`config.mk`:
```
export PLATFORM = sky130hd
export DESIGN_NAME = qbw_target_flat
export DESIGN_NICKNAME = d
export VERILOG_FILES = /design/src/rtl/qbw_pkg.sv /design/src/rtl/qbw_if.sv /design/src/rtl/qbw_target.sv /design/src/flat_wrapper.sv
export SDC_FILE = /design/constraint.sdc
export NUM_CORES = 1
export LEC_CHECK = 0
export BUFFER_PORTS_ARGS = -buffer_cell sky130_fd_sc_hd__buf_2
export CAP_MARGIN = 25
export CORE_MARGIN = 4
export CORE_UTILIZATION = 49
export CTS_CLUSTER_DIAMETER = 60
export DETAILED_ROUTE_END_ITERATION = 8
export GPL_TIMING_DRIVEN = 0
export HOLD_SLACK_MARGIN = 0.03
export PLACE_DENSITY = 0.8
export REMOVE_ABC_BUFFERS = 1
export SETUP_SLACK_MARGIN = 0.15
export SYNTH_ARGS = -nofsm -noshare
export SYNTH_HDL_FRONTEND = slang
export SYNTH_SLANG_ARGS = --single-unit
```
`constraint.sdc`:
```
create_clock -name core_clk -period 2.66 [get_ports core_clk]
set_input_delay 0.266 -clock core_clk [delete_from_list [all_inputs] [get_ports core_clk]]
set_output_delay 0.266 -clock core_clk [all_outputs]
set_load 0.02 [all_outputs]
```
`src/rtl/qbw_pkg.sv`:
```
// shared constants for the quad byte write link: nibble codes, cycle counts
// assumes both ends run on one clock and share the nibble bus through qbw_if
package qbw_pkg;
   localparam logic [3:0] START_WRITE   = 4'hE;  // cycle start code
   localparam logic [3:0] SIZE_QUAD     = 4'h2;  // four byte transfer size
   localparam logic [3:0] TAR_NIBBLE    = 4'hF;  // turnaround level
   localparam logic [3:0] SYNC_OK       = 4'h0;  // acknowledge code
   localparam int         ADDR_NIBBLES  = 7;     // 28 bit address
   localparam int         DATA_NIBBLES  = 8;     // four bytes, two nibbles each
   localparam int         ADDR_W        = 28;
   localparam int         LOW_ADDR_BITS = 2;     // dropped for quad alignment
   localparam logic [3:0] ID_RESET      = 4'h0;  // reset value of strap latch
   typedef enum logic [1:0] {QBW_CMD_NONE, QBW_CMD_PROG4} qbw_cmd_t;
endpackage

```
`src/rtl/qbw_if.sv`:
```
// the shared nibble bus and frame strobe between host end and target end
// assumes the bench resolves the bus level from the two output enables
`timescale 1ns/1ps
`default_nettype none
interface qbw_if;
   logic       frameStrobeN;  // low while the host drives the start nibble
   logic [3:0] hostNibble;    // host drive value
   logic       hostOe;        // host drives nibble bus
   logic [3:0] devNibble;     // target drive value
   logic       devOe;         // target drives nibble bus
   logic [3:0] nibbleBus;     // resolved bus level, driven by the bench
   modport host (output frameStrobeN, output hostNibble, output hostOe,
                 input nibbleBus);
   modport dev  (input frameStrobeN, input nibbleBus,
                 output devNibble, output devOe);
endinterface
`default_nettype wire

```
`src/rtl/qbw_target.sv`:
```
// target end of the nibble bus: decodes quad byte writes, answers with sync
// assumes bus and strobe come from pins (double synchronised here) and the
// command interpreter beyond accepts one write per cycle pulse
// How it works
// - start nibble 1110b with strobe low begins
// - id nibble must equal the straps
// - seven address nibbles, most significant first
// - two lowest address bits forced to zero
// - size nibble 0010b marks four bytes
// - eight data nibbles, low nibble first
// - bytes fill offsets 00 to 11 in order
// - host drives 1111b in cycle 19
// - cycle 20 host releases, bus floats until cycle 23
// - target drives sync 0000b in cycle 23
// - target drives 1111b in cycle 24
// - target floats bus in cycle 25
// - every accepted write goes to the interpreter
// - program write latches address and all bytes
`timescale 1ns/1ps
`default_nettype none
module qbw_target
   import qbw_pkg::*;
(
   input  wire logic                core_clk,
   input  wire logic                reset,
   qbw_if.dev                       bus,
   input  wire logic [3:0]          idStrapIn,
   output logic                     writeValid,
   output logic [ADDR_W-1:0]        writeAddr,
   output logic [31:0]              writeData,
   output logic                     writeMatched
);
   typedef enum logic [3:0] {
      S_IDLE, S_ID, S_ADDR, S_SIZE, S_DATA, S_TAR_HOST, S_TAR_TAKE, S_SYNC,
      S_TAR_DEV, S_SKIP
   } qbw_tgt_state_t;

   qbw_tgt_state_t   state_r;
   logic [3:0]       nib_r;
   logic             frmN_r;
   logic [3:0]       idStrap_r;
   logic [3:0]       cnt_r;
   logic [ADDR_W-1:0] addr_r;
   logic [31:0]      data_r;
   logic             selected_r;

   ////////////////////////////////////////////////////////////////////////////
   // pin inputs pass two flops; latency is uniform so the frame still lines up
   // reset loads the idle bus level so no false start follows reset
   qbw_sync2 #(
      .WIDTH     (4),
      .RESET_VAL (TAR_NIBBLE)
   ) nibSync (
      .core_clk (core_clk),
      .reset    (reset),
      .din      (bus.nibbleBus),
      .dout     (nib_r)
   );

   // frame strobe idles high, so its stages reset high as well
   qbw_sync2 #(
      .WIDTH     (1),
      .RESET_VAL (1'b1)
   ) frmSync (
      .core_clk (core_clk),
      .reset    (reset),
      .din      (bus.frameStrobeN),
      .dout     (frmN_r)
   );

   // straps are pins too; a strap change takes two cycles to count
   qbw_sync2 #(
      .WIDTH     (4),
      .RESET_VAL (ID_RESET)
   ) strapSync (
      .core_clk (core_clk),
      .reset    (reset),
      .din      (idStrapIn),
      .dout     (idStrap_r)
   );

   ////////////////////////////////////////////////////////////////////////////
   // cycle sequencer; a frame restart always wins so a stuck frame recovers
   always_ff @(posedge core_clk) begin
      if (reset) begin
         state_r    <= S_IDLE;
         cnt_r      <= 4'h0;
         selected_r <= 1'b0;
      end else if (!frmN_r && nib_r == START_WRITE) begin
         state_r <= S_ID;
      end else begin
         case (state_r)
            S_IDLE: state_r <= S_IDLE;
            S_ID: begin
               selected_r <= (nib_r == idStrap_r);
               cnt_r      <= 4'h0;
               state_r    <= S_ADDR;
            end
            S_ADDR: begin
               cnt_r <= cnt_r + 4'h1;
               if (cnt_r == 4'(ADDR_NIBBLES - 1)) begin
                  state_r <= S_SIZE;
               end
            end
            S_SIZE: begin
               cnt_r <= 4'h0;
               // other sizes are not ours; sit out without driving
               state_r <= (nib_r == SIZE_QUAD) ? S_DATA : S_IDLE;
            end
            S_DATA: begin
               cnt_r <= cnt_r + 4'h1;
               if (cnt_r == 4'(DATA_NIBBLES - 1)) begin
                  state_r <= S_TAR_HOST;
               end
            end
            S_TAR_HOST: begin
               // an unselected target sits out the answer cycles
               state_r <= selected_r ? S_TAR_TAKE : S_SKIP;
            end
            S_TAR_TAKE: begin
               state_r <= S_SYNC;
            end
            S_SYNC: begin
               state_r <= S_TAR_DEV;
            end
            S_TAR_DEV: begin
               state_r <= S_IDLE;
            end
            S_SKIP: begin
               state_r <= S_IDLE;
            end
            default: begin
               state_r <= S_IDLE;
            end
         endcase
      end
   end

   ////////////////////////////////////////////////////////////////////////////
   // address shifter and indexed data nibble register
   always_ff @(posedge core_clk) begin
      if (reset) begin
         addr_r <= '0;
         data_r <= '0;
      end else begin
         if (state_r == S_ADDR) begin
            addr_r <= {addr_r[ADDR_W-5:0], nib_r};
         end
         if (state_r == S_DATA) begin
            // even count low nibble, odd high; byte index is count/2
            data_r[{cnt_r[2:0], 2'b00} +: 4] <= nib_r;
         end
      end
   end

   ////////////////////////////////////////////////////////////////////////////
   // hand-off to interpreter: whole write latched at once at sync time
   always_ff @(posedge core_clk) begin
      if (reset) begin
         writeValid   <= 1'b0;
         writeAddr    <= '0;
         writeData    <= '0;
         writeMatched <= 1'b0;
      end else begin
         writeValid <= (state_r == S_TAR_TAKE);
         if (state_r == S_TAR_TAKE) begin
            writeAddr <= {addr_r[ADDR_W-1:LOW_ADDR_BITS], 2'b00};
            writeData <= data_r;
         end
         writeMatched <= selected_r;
      end
   end

   ////////////////////////////////////////////////////////////////////////////
   // bus drive: only when selected, sync then turnaround; float otherwise
   always_comb begin
      bus.devOe     = 1'b0;
      bus.devNibble = TAR_NIBBLE;
      case (state_r)
         S_SYNC: begin
            bus.devOe     = 1'b1;
            bus.devNibble = SYNC_OK;
         end
         S_TAR_DEV: begin
            bus.devOe     = 1'b1;
            bus.devNibble = TAR_NIBBLE;
         end
         default: bus.devOe = 1'b0;
      endcase
   end
endmodule

////////////////////////////////////////////////////////////////////////////
// two flop synchroniser; only the second stage may be read by logic
module qbw_sync2 #(
   parameter int               WIDTH     = 4,
   parameter logic [WIDTH-1:0] RESET_VAL = '0
)(
   input  wire logic             core_clk,
   input  wire logic             reset,
   input  wire logic [WIDTH-1:0] din,
   output logic      [WIDTH-1:0] dout
);
   logic [WIDTH-1:0] meta_r;

   // both stages load the idle level so no edge appears out of reset
   always_ff @(posedge core_clk) begin
      if (reset) begin
         meta_r <= RESET_VAL;
         dout   <= RESET_VAL;
      end else begin
         meta_r <= din;
         dout   <= meta_r;
      end
   end
endmodule
`default_nettype wire

```
`src/flat_wrapper.sv`:
```
// flat-port wrapper written by rule: the top's interface ports become plain ports
module qbw_target_flat import qbw_pkg::*;
  (core_clk, reset, idStrapIn, writeValid, writeAddr, writeData, writeMatched, bus_frameStrobeN, bus_nibbleBus, bus_devNibble, bus_devOe);
  qbw_if bus_i ();
  input  wire logic core_clk;
  input  wire logic reset;
  input  wire logic [3:0] idStrapIn;
  output logic writeValid;
  output logic [ADDR_W-1:0] writeAddr;
  output logic [31:0] writeData;
  output logic writeMatched;
  input wire logic [$bits(bus_i.frameStrobeN)-1:0] bus_frameStrobeN;
  input wire logic [$bits(bus_i.nibbleBus)-1:0] bus_nibbleBus;
  output wire logic [$bits(bus_i.devNibble)-1:0] bus_devNibble;
  output wire logic [$bits(bus_i.devOe)-1:0] bus_devOe;
  assign bus_i.frameStrobeN = bus_frameStrobeN;
  assign bus_i.nibbleBus = bus_nibbleBus;
  assign bus_devNibble = bus_i.devNibble;
  assign bus_devOe = bus_i.devOe;
  qbw_target u_core (.core_clk(core_clk), .reset(reset), .bus(bus_i), .idStrapIn(idStrapIn), .writeValid(writeValid), .writeAddr(writeAddr), .writeData(writeData), .writeMatched(writeMatched));
endmodule
```
Yosys cells after proc, flatten, opt, wreduce, memory -nomap -nowiden
Index checks and enable logic that the tools add are counted.

Shifts and indexed selects: 2. Bitwise operators: 1. Multiplexer cells: 10. Reductions and logical operators: 11. Equal/unequal tests: 17. Add/sub/neg operators: 2.

Operators by type and width (number): $bwmux 32 (1); $shift 4x7->32 const A (1); $shiftx 4x7->32 (1); $pmux 4 s7 (1); $eq 4x3->1 const B (6); $mux 4 (4); $eq 4x2->1 const B (3); $eq 4x4->1 const B (2); $pmux 4 s2 (1); $reduce_and 2->1 (4); $reduce_or 2->1 (4); $neg 5->7 (1); $ne 3x1->1 const B (2); $add 4x1->4 const B (1); $eq 4x1->1 const B (1); $eq 4x4->1 (1); $ne 2x1->1 const B (2); $mux 3 (1); $mux 1 (2); $reduce_bool 2->1 (1); $logic_and 1x1->1 (1); $logic_not 1->1 (1); $not 1->1 (1).

Register bits: 147. Input bits: 11.

Logic depth before layout (Yosys ltp)
Depth after elaboration: 4. Mapped depth: 9. Depth with buffers taken out: 7.

Modules after synthesis
A second synthesis with hierarchy kept.

Cell total of the unflattened synthesis: 631. Area, all modules: 5418.9 um^2.

By module, submodules not included: qbw_target (cells each 595, area an instance 4946.0 um^2, instances 1); qbw_sync2 (u_core.nibSync ...) (cells each 16, area an instance 210.2 um^2, instances 2); qbw_sync2 (u_core.frmSync) (cells each 4, area an instance 52.6 um^2, instances 1).

Least setup slack after synthesis
OpenSTA, ideal clock, no wires.

Path kind: register -> register. Start: register u_core.cnt_r[0]. End: register u_core.data_r[8]. Period minus slack after synthesis: 2.631 ns. Buffers on the path: 2. Stages on the path, launching flop included: 10. Setup slack: 0.029 ns. Arrival time: 2.560 ns. Cells stage by stage: dfxtp_1 clkbuf_1 inv_1 ha_1 ha_1 or3b_2 or4_1 buf_2 or2_1 a21oi_1.

Cells in the longest elaborated chain, start to end: 3.

Ends and longest elaborated chain: from (decl) (line qbw_target.sv:42) `logic [3:0] cnt_r;`; from (signal assigned) (line qbw_target.sv:100) `cnt_r <= cnt_r + 4'h1;`; from (signal assigned) (line qbw_target.sv:111) `cnt_r <= cnt_r + 4'h1;`; $neg 5->7 * (line qbw_target.sv:151) `data_r[{cnt_r[2:0], 2'b00} +: 4] <= nib_r;`; $shiftx 4x7->32 or $shift 4x7->32 (tied branches) (line qbw_target.sv:151); $bwmux 32 * (line qbw_target.sv:151); to (signal, indexed assignment) (line qbw_target.sv:151); to (decl) (line qbw_target.sv:44) `logic [31:0] data_r;`.

Every way passes the cells marked *; elsewhere a longest branch is shown, timed or not. A chain may end at the register's enable or synchronous reset.

Worst setup path after layout
Same ends and word-level chain as after synthesis.

==> impl_metrics.tcl <==
set metrics [dict create \
    status "complete, no violations" \
    design_area_um2 6699 \
    most-common-layout-cells "nand2_1 (182), dfxtp_1 (145), a21oi_1 (89), buf_2 (75), nor2_1 (40)" \
    drc_errors 0 \
    area_delta_synth_final_pct 22.49 \
    p_leak_nw 2.705 \
    vdd_drop_max_uv 504.4 \
    n_fill_cell 897 \
    ys_ff_latch 147 \
    die_w_um 113.6 \
    syn-instance-count 644 \
    timing.final.crit_share 0.8829 \
    ys_types 43 \
    drt_iter0_drc 309 \
    p_per_area_nw_per_um2 720.6 \
    syn_area_per_cell_um2 8.492 \
    port_buffers 75 \
    routed_wl_um 11620 \
    vias 4411 \
    layout_commonest_cell "nand2_1" \
    finalClockSkew_ns 0.01187 \
    tns_ns 0 \
    clk_latency_ns 0.51 \
    grt_util_all_layers 0.1869 \
    grt_pass1_wl_um 19790 \
    die_h_um 113.6 \
    cpPeakStageDelay_ns 0.58 \
    yosys_warnings 0 \
    synth_edf_count 0 \
    synth_top_area_cell "dfxtp_1" \
    start_kind "register" \
    slew_violations 0 \
    hold_viol_final 0 \
    first_pass_iters 4 \
    wl_per_cell_um 13.59 \
    overflow 0 \
    cts_buffers 17 \
    relSlewSlack 0.3041 \
    nets 719 \
    grt_start_max_net_pins 104 \
    reg2reg_depth 7 \
    core_area_um2 10890 \
    dp_cells 810 \
    n_antenna_cell 0 \
    seq_area_frac_synth 0.5381 \
    grt_pass1_vias 4377 \
    placed_cell_area_um2 5889 \
    ctsRootBufferMaster "clkbuf_8" \
    synth_top_area_frac 0.5381 \
    start_util 0.5023 \
    required_ns 3.10 \
    antenna_found_initial 0 \
    drtAntennaViolNets 0 \
    drive_above_1_share 0.1930 \
    crit_arrival_ns 2.79 \
    placementRows 38 \
    boundaryPins 78 \
    hpwl_um 7173 \
    holdWs_ns 0.1750 \
    synthFlopType "dfxtp_1" \
    place.gp.congestion 0.8233 \
    syn_area_um2 5469 \
    cts_tree "built" \
    crit_chain "inv_1 > ha_4 > ha_1 > or3b_4 > or4_4 > or2_1 > a21oi_1" \
    hold_depth 2 \
    setup_viol 0 \
    maxCapViolations 0 \
    cts.path.max_buffers 2 \
    ys_async_sr_fraction 0 \
    cts.sinks 147 \
    timing.fmax_ghz 0.4258 \
    worst_slew_pin_slew_ns 1.041 \
    cts.htree.levels 4 \
    hp-class "primary input to register" \
    period_minus_slack_ns 2.349 \
    synthTopCellsByArea "dfxtp_1 (54%), nand2_1 (12%), a21oi_1 (8.1%)" \
    rsz0062_at_grt "false" \
    viasPerCell 5.159 \
    critPathKind "register to register" \
    clk_pin_slew_ns 0.07 \
    dieArea_um2 12920 \
    cp-end-kind "register" \
    crit_slowest_cell "or4_4" \
    stdcell_count 855 \
    cp_max_fo 9 \
]
[power breakdown]
group          switching [mW]  internal (mW)
Sequential             0.0136           2.21
Combinational          0.0533         0.0382
Clock                   0.942           1.56
Total                    1.01           3.82
[routing by layer]
metal	up-vias	part of all wire	track usage
li1	2222	-	-
met5	-	0	0
met4	0	0.026	0.08333
met3	24	0.043	0.03926
met2	107	0.51	0.3157
met1	2058	0.42	0.2298
[repair_timing]
action | 4_1_cts | 5_1_grt
hold buffers | 9 | 0
pin swaps | 0 | 1
setup buffers | 0 | 3
gates resized for setup | 5 | 4
endpoints found under the hold margin | 9 | 0
endpoints found under the setup margin | 12 | 3
[logic make-up (layout without fill, tap and decap cells)]
family	count (synthesis)	in the layout	share of synthesized area
AO/OA/AOI/OAI	99	99	0.09563
XOR/XNOR	6	6	0.009609
adder cells (fa/ha/maj)	5	5	0.01144
buffers and inverters	62	132	0.04782
flip-flops	147	147	0.5381
multiplexers	33	33	0.06063
other	1	2	0.0006857
AND/OR/NAND/NOR	291	291	0.2361
[critical path: cells and delay by family (launching register included)]
family | cells | cell delay (ns)
AOI/OAI and AO/OA | 1 | 0.13
adders and majority gates | 2 | 0.39
buffers and inverters | 1 | 0.11
DFF | 1 | 0.40
and+or+nand+nor | 3 | 1.24
[final cells by class]
cell class	count	area [µm²]	share of cell area
Sequential cell	147	2948	0.4400
Multi-Input combinational cell	436	2315	0.3455
Timing Repair Buffer	94	609.3	0.09096
Clock buffer	18	427.9	0.06388
Clock inverter	13	197.7	0.02951
Tap cell	140	175.2	0.02615
Inverter	7	26.28	0.003922
[Yosys cell counts, types with 2 or more instances]
| master | number |
|---|---|
| clkbuf_1 | 45 |
| nor3b_1 | 2 |
| a21oi_1 | 89 |
| nor2b_1 | 9 |
| dfxtp_1 | 147 |
| xnor2_1 | 6 |
| buf_1 | 2 |
| nor3_1 | 5 |
| a31oi_1 | 2 |
| nand2b_1 | 2 |
| buf_4 | 5 |
| nor4b_1 | 3 |
| mux2i_1 | 32 |
| nand4b_1 | 2 |
| nor2_1 | 40 |
| or2_2 | 10 |
| ha_1 | 5 |
| nand3b_1 | 4 |
| and2_1 | 3 |
| or4_1 | 4 |
| buf_2 | 2 |
| nor4_1 | 5 |
| nand3_1 | 7 |
| nand2_1 | 182 |
| inv_1 | 7 |
| and3_1 | 6 |
| nand4_1 | 2 |
[sequential cells by signal, summed over array words and instances, names as in the netlist]
register                 flops
u_core.writeValid            1
u_core.strapSync.meta_r      4
u_core.frmSync.dout          1
u_core.selected_r            1
u_core.writeMatched          1
u_core.frmSync.meta_r        1
u_core.data_r               32
u_core.writeData            32
u_core.strapSync.dout        4
u_core.nibSync.meta_r        4
u_core.writeAddr            26
u_core.nibSync.dout          4
u_core.cnt_r                 4
u_core.addr_r               28
u_core.state_r               4
[through the flow]
step                      power (mW)  setup slack [ns]  utilization
after floorplan                2.302           -0.6039            -
after global placement         2.347            -2.272       0.5316
after detailed placement       2.355           -0.2740       0.5409
after CTS                      4.862            0.1451       0.6084
after global routing           4.961            0.1714       0.6153
final                          4.827            0.3114       0.6153
[worst paths after layout]
path	start	endpoint	slack [ns]
max reg2reg	u_core.cnt_r[0]	u_core.data_r[8]	0.31
max	u_core.cnt_r[0]	u_core.data_r[8]	0.31
min reg2reg	u_core.frmSync.meta_r	u_core.frmSync.dout	0.41
min	reset	u_core.writeValid	0.18
No activity file was read; power rests on OpenSTA's default activity.
